<file path="src/dram_command_pkg.sv">
// Shared constants, encodings and types for the command decoder
package dram_command_pkg;

  // Bus widths and bank count
  localparam int CA_WIDTH = 6;
  localparam int BANK_WIDTH = 3;
  localparam int BANK_COUNT = 8;
  localparam int COLUMN_WIDTH = 10;
  localparam int OPCODE_WIDTH = 7;

  // First-half encodings of command_address_lines[4:0]
  localparam logic [4:0] FH_MULTI_PURPOSE = 5'h00;
  localparam logic [4:0] FH_PRECHARGE = 5'h10;
  localparam logic [4:0] FH_REFRESH = 5'h08;
  localparam logic [4:0] FH_SR_ENTRY = 5'h18;
  localparam logic [4:0] FH_WRITE = 5'h04;
  localparam logic [4:0] FH_SR_EXIT = 5'h14;
  localparam logic [4:0] FH_MASK_WRITE = 5'h0C;
  localparam logic [4:0] FH_READ = 5'h02;
  localparam logic [4:0] FH_CAS2 = 5'h12;
  localparam logic [4:0] FH_MODE_WRITE_1 = 5'h06;
  localparam logic [4:0] FH_MODE_WRITE_2 = 5'h16;
  localparam logic [4:0] FH_MODE_READ_1 = 5'h0E;
  localparam logic [1:0] FH_ACT1_LOW = 2'h1;
  localparam logic [1:0] FH_ACT2_LOW = 2'h3;

  // Field positions on the command/address lines
  localparam int FLAG_BIT = 5;
  localparam int C9_BIT = 4;
  localparam int AUTO_PRECHARGE_BIT = 5;

  // Deselect cycles owed after an oscillator or calibration multi-purpose command
  localparam logic [1:0] MULTI_PURPOSE_GAP_CYCLES = 2'h2;

  // Bank select values: reset, all banks and single bank
  localparam logic [BANK_COUNT-1:0] BANK_SELECT_RESET = 8'h00;
  localparam logic [BANK_COUNT-1:0] BANK_SELECT_ALL = 8'hFF;
  localparam logic [BANK_COUNT-1:0] BANK_SELECT_ONE = 8'h01;

  typedef enum logic [3:0] {
    cmd_none, cmd_multi_purpose, cmd_precharge, cmd_refresh, cmd_selfrefresh_entry,
    cmd_selfrefresh_exit, cmd_write, cmd_mask_write, cmd_read, cmd_cas2,
    cmd_mode_write_first_half, cmd_mode_write_second_half,
    cmd_mode_read_first_half, cmd_activate_first, cmd_activate_second, cmd_reserved
  } command_kind_t;

  typedef enum logic [2:0] {
    follow_none, follow_cas, follow_act2, follow_mrw2, follow_gap
  } follow_t;

  typedef enum logic {phase_first, phase_second} phase_t;

  // Decoded command, presented for one cycle with valid
  typedef struct packed {
    logic valid;
    command_kind_t kind;
    logic [BANK_WIDTH-1:0] bank;
    logic all_banks_flag;
    logic auto_precharge_flag;
    logic burst_32;
    logic [COLUMN_WIDTH-1:0] column;
    logic [OPCODE_WIDTH-1:0] opcode;
  } command_t;

  // Access held between its first command and the column command
  typedef struct packed {
    command_kind_t kind;
    logic [BANK_WIDTH-1:0] bank;
    logic column_bit9;
    logic auto_precharge_flag;
    logic burst_32;
  } access_t;

  // Pins that arrive from the controller's domain
  typedef struct packed {
    logic link_clock;
    logic chip_select;
    logic clock_enable;
    logic [CA_WIDTH-1:0] command_address_lines;
  } pins_t;

  // Classify a first half from CA[4:0]
  function automatic command_kind_t decode_first_half(input logic [4:0] ca);
    command_kind_t kind;
    kind = cmd_reserved;
    if (ca[1:0] == FH_ACT1_LOW) begin
      kind = cmd_activate_first;
    end else if (ca[1:0] == FH_ACT2_LOW) begin
      kind = cmd_activate_second;
    end else begin
      case (ca)
        FH_MULTI_PURPOSE: kind = cmd_multi_purpose;
        FH_PRECHARGE: kind = cmd_precharge;
        FH_REFRESH: kind = cmd_refresh;
        FH_SR_ENTRY: kind = cmd_selfrefresh_entry;
        FH_WRITE: kind = cmd_write;
        FH_SR_EXIT: kind = cmd_selfrefresh_exit;
        FH_MASK_WRITE: kind = cmd_mask_write;
        FH_READ: kind = cmd_read;
        FH_CAS2: kind = cmd_cas2;
        FH_MODE_WRITE_1: kind = cmd_mode_write_first_half;
        FH_MODE_WRITE_2: kind = cmd_mode_write_second_half;
        FH_MODE_READ_1: kind = cmd_mode_read_first_half;
        default: kind = cmd_reserved;
      endcase
    end
    return kind;
  endfunction

endpackage

</file>
<file path="src/sync_two_stage.sv">
// Two-flop synchroniser for a bundle of pins from another clock domain
`timescale 1ns/100ps
`default_nettype none
module sync_two_stage #(
  parameter int WIDTH = 1
) (
  input wire logic i_clock,
  input wire logic i_rst_n,
  input wire logic i_enable,
  input wire logic [WIDTH-1:0] i_async,
  output logic [WIDTH-1:0] o_sync
);
  logic [WIDTH-1:0] stage1;
  logic [WIDTH-1:0] next_stage1;
  logic [WIDTH-1:0] next_sync;

  // First stage feeds only the second
  always_comb begin
    next_stage1 = i_enable ? i_async : stage1;
    next_sync = i_enable ? stage1 : o_sync;
  end

  // Both stages clear on reset
  always_ff @(posedge i_clock) begin
    if (!i_rst_n) begin
      stage1 <= '0;
      o_sync <= '0;
    end else begin
      stage1 <= next_stage1;
      o_sync <= next_sync;
    end
  end
endmodule // sync_two_stage
`default_nettype wire

</file>
<file path="src/dram_command_decode_timing.sv">
// Command decoder for a low-power DRAM channel, device side
// Summary of operation
// Commands take two link cycles, first identified by chip select high; deselect is one.
// Multi-purpose command: opcode bit6 in first half, bits 5..0 in second.
// Precharge and refresh carry the all-banks flag and bank number.
// Column command carries column bit8 first, column bits 7..2 second.
// Bank-addressed commands act only on the bank given in the second half.
// All-banks flag high selects every bank and ignores bank address.
// Controller uses masked write with burst 16 and CA5 low.
// Auto-precharge flag high precharges the addressed bank after the access.
// Burst select picks 32 or 16 when on-the-fly burst is enabled.
// Column bits 1..0 are zero; masked/normal write column bits 3..2 low.
// Any unspecified operation is illegal until reset and reinitialisation.
// Controller holds clock enable each level for max(7.5 ns, 4 cycles).
// Controller waits max(1.75 ns, 3 cycles) after a command before power-down.
// Controller waits max(7.5 ns, 5 cycles) after power-down exit.
// Chip select stays valid around clock-enable low by given margins.
// Dual delays expire only when both time and cycle count pass.
// Oscillator readout waits max(40 ns, 8 cycles) after stop.
// FIFO write command waits row-to-column delay plus 3 cycles after exit.
// Clock stays valid max(7.5 ns, 4 cycles) around set point change.
// Set point switching takes 200 ns or 250 ns before use.
// Activate timings grow by 1.875 ns or 3.75 ns from 85 to 95 degrees.
// Defined-level fields must be high or low; don't-care fields may float.
// First-half activate is followed at once by its second half.
// First-half mode write is followed at once by its second half.
// Access commands need the column command next; other multi-purpose commands need two deselects.
`timescale 1ns/100ps
`default_nettype none
module dram_command_decode_timing
  import dram_command_pkg::*;
(
  input wire logic i_clock,
  input wire logic i_rst_n,
  input wire logic i_enable,
  input wire logic i_link_clock,
  input wire logic i_chip_select,
  input wire logic i_clock_enable,
  input wire logic [CA_WIDTH-1:0] i_command_address_lines,
  input wire logic i_burst_on_the_fly,
  input wire logic i_default_burst_32,
  output var command_t o_command,
  output logic [BANK_COUNT-1:0] o_bank_select,
  output logic o_illegal,
  output logic o_powered_down
);
  pins_t pins_raw;
  pins_t pins;
  logic link_delayed;
  logic link_edge;
  logic step;
  phase_t phase;
  follow_t follow;
  command_kind_t kind_latched;
  logic flag_latched;
  access_t access;
  logic [1:0] gap;
  logic fault;
  logic [CA_WIDTH-1:0] ca;
  phase_t next_phase;
  follow_t next_follow;
  command_kind_t next_kind;
  logic next_flag;
  access_t next_access;
  logic [1:0] next_gap;
  command_t next_command;
  logic [BANK_COUNT-1:0] next_bank_select;
  logic next_illegal;
  logic next_powered_down;
  logic next_link_delayed;
  command_kind_t first_kind;

  // All controller pins cross as one bundle; the link clock is slow enough
  // that CS and CA have long settled when its synchronised edge is seen
  assign pins_raw = '{link_clock: i_link_clock, chip_select: i_chip_select,
                      clock_enable: i_clock_enable, command_address_lines: i_command_address_lines};

  sync_two_stage #(
    .WIDTH($bits(pins_t))
  ) pin_sync (
    .i_clock(i_clock),
    .i_rst_n(i_rst_n),
    .i_enable(i_enable),
    .i_async(pins_raw),
    .o_sync(pins)
  );

  // Rising link edge; commands are only taken while clock enable is high
  assign link_edge = pins.link_clock & ~link_delayed;
  assign step = link_edge & i_enable & pins.clock_enable;
  assign ca = pins.command_address_lines;
  assign first_kind = decode_first_half(ca[4:0]);

  // Command sequencing and field extraction
  always_comb begin
    next_phase = phase;
    next_follow = follow;
    next_kind = kind_latched;
    next_flag = flag_latched;
    next_access = access;
    next_gap = gap;
    next_command = o_command;
    next_command.valid = 1'b0;
    next_bank_select = o_bank_select;
    next_link_delayed = i_enable ? pins.link_clock : link_delayed;
    next_powered_down = i_enable ? ~pins.clock_enable : o_powered_down;
    fault = 1'b0;
    if (step && phase == phase_first) begin
      if (!pins.chip_select) begin
        // Deselect is a single cycle and emits nothing
        if (follow == follow_gap) begin
          next_gap = gap - 2'h1;
          if (gap == 2'h1) begin
            next_follow = follow_none;
          end
        end else if (follow != follow_none) begin
          fault = 1'b1;
          next_follow = follow_none;
        end
      end else begin
        // First half: kind from CA[4:0], CA5 kept for the second half
        next_kind = first_kind;
        next_flag = ca[FLAG_BIT];
        next_phase = phase_second;
        next_follow = follow_none;
        case (follow)
          follow_cas: fault = (first_kind != cmd_cas2);
          follow_act2: fault = (first_kind != cmd_activate_second);
          follow_mrw2: fault = (first_kind != cmd_mode_write_second_half);
          follow_gap: fault = (first_kind != cmd_cas2) && (gap != 2'h0);
          follow_none: fault = (first_kind == cmd_cas2) || (first_kind == cmd_activate_second)
                               || (first_kind == cmd_mode_write_second_half);
          default: fault = 1'b1;
        endcase
        // Reserved codes and masked write with CA5 high are illegal
        if (first_kind == cmd_reserved || (first_kind == cmd_mask_write && ca[FLAG_BIT])) begin
          fault = 1'b1;
        end
      end
    end else if (step) begin
      next_phase = phase_first;
      if (pins.chip_select) begin
        fault = 1'b1; // Second half must have CS low
      end else begin
        next_command = '0;
        next_command.valid = 1'b1;
        next_command.kind = kind_latched;
        // Unused V fields are passed raw and never steer behaviour
        next_command.opcode = {flag_latched, ca};
        case (kind_latched)
          cmd_multi_purpose: begin
            next_follow = follow_gap;
            next_gap = MULTI_PURPOSE_GAP_CYCLES;
            next_access = '{cmd_multi_purpose, '0, 1'b0, 1'b0, 1'b0};
          end
          cmd_precharge, cmd_refresh: begin
            next_command.bank = ca[BANK_WIDTH-1:0];
            next_command.all_banks_flag = flag_latched;
            // All banks overrides the bank field, else only the named bank
            next_bank_select = flag_latched ? BANK_SELECT_ALL
                               : BANK_SELECT_ONE << ca[BANK_WIDTH-1:0];
          end
          cmd_write, cmd_mask_write, cmd_read: begin
            // Held until the column command completes the access
            next_command.valid = 1'b0;
            next_follow = follow_cas;
            next_access.kind = kind_latched;
            next_access.bank = ca[BANK_WIDTH-1:0];
            next_access.column_bit9 = ca[C9_BIT];
            next_access.auto_precharge_flag = ca[AUTO_PRECHARGE_BIT];
            // Masked write is burst 16 only; otherwise on-the-fly or default
            next_access.burst_32 = (kind_latched != cmd_mask_write)
                                   && (i_burst_on_the_fly ? flag_latched : i_default_burst_32);
          end
          cmd_mode_read_first_half: begin
            next_follow = follow_cas;
            next_access = '{cmd_mode_read_first_half, '0, 1'b0, 1'b0, 1'b0};
          end
          cmd_cas2: begin
            next_command.kind = access.kind;
            next_command.bank = access.bank;
            next_command.auto_precharge_flag = access.auto_precharge_flag;
            next_command.burst_32 = access.burst_32;
            // Column bits 9, 8, 7..2 and two zero low bits
            next_command.column = {access.column_bit9, flag_latched, ca, 2'b00};
            next_access.kind = cmd_none;
            if (access.kind == cmd_write || access.kind == cmd_mask_write
                || access.kind == cmd_read) begin
              next_bank_select = BANK_SELECT_ONE << access.bank;
            end
            if ((access.kind == cmd_write || access.kind == cmd_mask_write) && ca[1:0] != 2'b00) begin
              fault = 1'b1; // Column bits 3..2 must be low on writes
            end
          end
          cmd_mode_write_first_half: next_follow = follow_mrw2;
          cmd_activate_first: begin
            next_follow = follow_act2;
            next_command.bank = ca[BANK_WIDTH-1:0];
          end
          default: next_follow = follow_none;
        endcase
      end
    end
    // Sticky until reset; nothing clears it in operation
    next_illegal = o_illegal | fault;
  end

  // Register the decoder state
  always_ff @(posedge i_clock) begin
    if (!i_rst_n) begin
      phase <= phase_first;
      follow <= follow_none;
      kind_latched <= cmd_none;
      flag_latched <= 1'b0;
      access <= '0;
      gap <= 2'h0;
      o_command <= '0;
      o_bank_select <= BANK_SELECT_RESET;
      o_illegal <= 1'b0;
      o_powered_down <= 1'b1;
      link_delayed <= 1'b0;
    end else if (i_enable) begin
      phase <= next_phase;
      follow <= next_follow;
      kind_latched <= next_kind;
      flag_latched <= next_flag;
      access <= next_access;
      gap <= next_gap;
      o_command <= next_command;
      o_bank_select <= next_bank_select;
      o_illegal <= next_illegal;
      o_powered_down <= next_powered_down;
      link_delayed <= next_link_delayed;
    end else begin
      o_command.valid <= 1'b0;
    end
  end
endmodule // dram_command_decode_timing
`default_nettype wire

</file>
<file path="config.mk">
export PLATFORM = sky130hd
export DESIGN_NAME = dram_command_decode_timing
export DESIGN_NICKNAME = d
export VERILOG_FILES = /design/src/dram_command_pkg.sv /design/src/sync_two_stage.sv /design/src/dram_command_decode_timing.sv
export SDC_FILE = /design/constraint.sdc
export NUM_CORES = 1
export LEC_CHECK = 0
export BUFFER_PORTS_ARGS = -buffer_cell sky130_fd_sc_hd__buf_2
export CORE_MARGIN = 4
export CORE_UTILIZATION = 45
export CTS_CLUSTER_SIZE = 12
export DETAILED_ROUTE_END_ITERATION = 10
export MAX_ROUTING_LAYER = met4
export PLACE_DENSITY = 0.63
export SYNTH_ARGS = -nofsm -noshare
export SYNTH_HDL_FRONTEND = slang
export SYNTH_SLANG_ARGS = --single-unit
</file>
<file path="constraint.sdc">
create_clock -name i_clock -period 5 [get_ports i_clock]
set_clock_uncertainty 0.05 [all_clocks]
set_input_delay 1 -clock i_clock [delete_from_list [all_inputs] [get_ports i_clock]]
set_output_delay 1 -clock i_clock [all_outputs]
set_load 0.05 [all_outputs]
</file>
==> results.ini <==
[clock_tree]
root_buffer=clkbuf_8
clk_path_buf_depth=2
ctsResizeCount=0
cts_made_buffers=9
clock_sinks=80
holdBufCountCts=0
clkTransAtPathRegs_ps=80
cts_tree=yes
cts.htree.levels=3
cts_setup_buffers=0
insertion_delay_ps=340

[detailed_routing]
ant_nets=0
routedWlPerCell_um=15.09
met1_length_um=4282
finalWirelength_um=8830
first_iter_violations=274
drc=0
viasPerCell=5.530
num_vias=3235
route.met3.wl_um=488
top_layer=met4
dr.pass1.iters=4
route.met2.wl_um=3893

[global_route]
grt_max_degree=53
track_usage_pct=18.91
antenna_found_initial=0
grt_pass1_wl_um=14890
gr-total-overflow=0
grt_pass1_vias=2979

[power_and_ir_drop]
combPwrFrac_pct=4.9
p_switching_uw=277.4
ir_drop_v=0.0001602
power_frac_clock_pct=40.6
swShare_pct=22.97
finalPower_uw=1207
p_int_uw=930.0
power_density_mw_per_mm2=284.1
leakagePower_uw=0.001713
seq_power_share_pct=54.5

[critical_path]
r2r_start=kind_latched[3]$_SDFFE_PN0P_
criticalPathCategory=input port to register
end_kind=register
r2r_slack_ps=2570
arrival_ps=3180
startpoint=i_enable
reg2reg_depth=5
startpoint_type=input port
cp_max_fo=25
worstPathRequired_ps=5230

[synthesis]
synthFlopType=dfxtp_1
synth-async-reset-ratio_pct=0
syn_inst=448
synth_edf_count=0
synth_top_area_cell=dfxtp_1
synthesis.area_mm2=0.003765
synth-seq-area-share_pct=42.54
syn_area_per_cell_um2=8.404
synth_area_leaders=dfxtp_1 43%, nand2_1 6.0%, o21ai_0 4.7%
synth_top_area_share_pct=42.54
yosysUniqueCellTypes=58
yosysWarnings=0
ys_seq_elements=80

[place]
routabilityCongestion=0.8816
io_buffers=49
pre_cts_slack_ps=1701
dp_hpwl_um=5976

[sta]
finalCritPeriodShare_pct=59.05
fin_ws_ps=2047
rsz0062_at_grt=no
tightest_slew_ps=711.6
tns_ps=0
setup_viol=0
slew_violations=0
fmax_mhz=338.7
timing.slew.headroom_pct=52.50
finalHoldViolations=0
fin_crit_ps=2953

[die]
io_pins=52
coreArea_mm2=0.008175
dieArea_mm2=0.009893
rows=33
die_h_um=99.47
die_w_um=99.47
start_util_pct=46.05

[cells_and_area]
n_antenna_cell=0
final_nets=491
drive_above_1_share_pct=16.25
mostFrequentLayoutCell=dfxtp_1
fillerInstances=796
fin_util_pct=51.97
final_cell_mix=80 x dfxtp_1, 60 x nand2_1, 49 x buf_2
area_growth_syn_to_layout_pct=12.86

[run_status]
status=finished, final reports clean

[hold_path]
hp-class=register to register
hold_start=access[0]$_SDFFE_PN0P_
hold_depth=2

[job]
drv_cap=0

-- Yosys cell counts, types with 3 or more instances --
cell / instances
o211a_1: 4
nand3_1: 14
or3_1: 3
and3b_1: 3
inv_1: 13
nor3_1: 3
mux2i_1: 17
a21oi_1: 26
nand2_1: 60
a31oi_1: 7
o21ai_0: 35
a21boi_0: 14
clkbuf_1: 32
a221oi_1: 4
nor3b_1: 3
dfxtp_1: 80
mux2_2: 4
nor2_1: 23
and2_1: 6
nor2b_1: 26
nor4b_1: 4
nand4b_1: 5
o31ai_1: 6
buf_4: 3
nand2b_1: 6
nor4bb_1: 3
a32o_1: 5
-- cell families after synthesis --
family	share of synthesized area (%)
and+or+nand+nor	24.03
AOI/OAI and AO/OA	20.67
DFF	42.54
buffers and inverters	5.583
muxes	5.716
xor gates and xnor gates	0.6980
adders and majority gates	0.6646
other	0.09961
-- layout make-up --
cell class                 count  area (um2)  area share (%)
inverter                      13       48.80           1.148
multi-input combinational    317        1977           46.53
sequential                    80        1602           37.69
clock inverter                 4       52.55           1.237
clock buffer                  12       155.1           3.651
timing repair buffer          54       282.8           6.655
tap                          105       131.4           3.092
-- worst max-delay path, cell delays in order --
cell and delay, ps:
buf_2 70, buf_4 320, nand4b_4 200, or3b_1 550, or3_4 460, or4_1 410
a21boi_1 150
-- routing by layer --
metal | up-vias | track usage (%)
li1 | 1625 | -
met1 | 1506 | 26.22
met2 | 88 | 27.69
met3 | 16 | 3.015
met4 | 0 | 7.248
met5 | - | -
-- worst paths after layout --
| path | to |
|---|---|
| hold reg to reg | access[0]$_SDFFE_PN0P_ |
| setup reg to reg | o_bank_select[1]$_SDFFE_PN0P_ |
| setup / recovery | follow[2]$_SDFFE_PN0P_ |
| hold / removal | access[0]$_SDFFE_PN0P_ |
-- registers in the layout, summed over array words and instances, names as in the netlist, named ones only --
| register | flops |
|---|---|
| kind_latched | 4 |
| o_powered_down | 1 |
| pin_sync.stage1 | 9 |
| gap | 2 |
| o_bank_select | 8 |
| pin_sync.o_sync | 9 |
| flag_latched | 1 |
| o_illegal | 1 |
| phase | 1 |
| access | 10 |
| o_command | 26 |
| follow | 3 |
| link_delayed | 1 |
-- metrics by stage --
stage | cell area (um2) | hold slack [ps] | instances
5_1_grt | 4249 | 445.4 | 585
3_5_place_dp | 4041 | 411.2 | 569
6_report | 4249 | 419.8 | 585
3_3_place_gp | 4041 | 403.4 | 569
4_1_cts | 4249 | 422.4 | 585
2_1_floorplan | 3769 | 384.4 | 449
-- power groups by stage --
stage / Clock (uW) / Combinational, uW / Sequential, uW
floorplan: 0 / 49.4 / 667
global placement: 0 / 57.5 / 673
detailed placement: 0 / 58.4 / 673
CTS: 505 / 58.9 / 658
global route: 529 / 65.8 / 660
finish: 491 / 58.7 / 658
(Power assumes the default switching activity.)
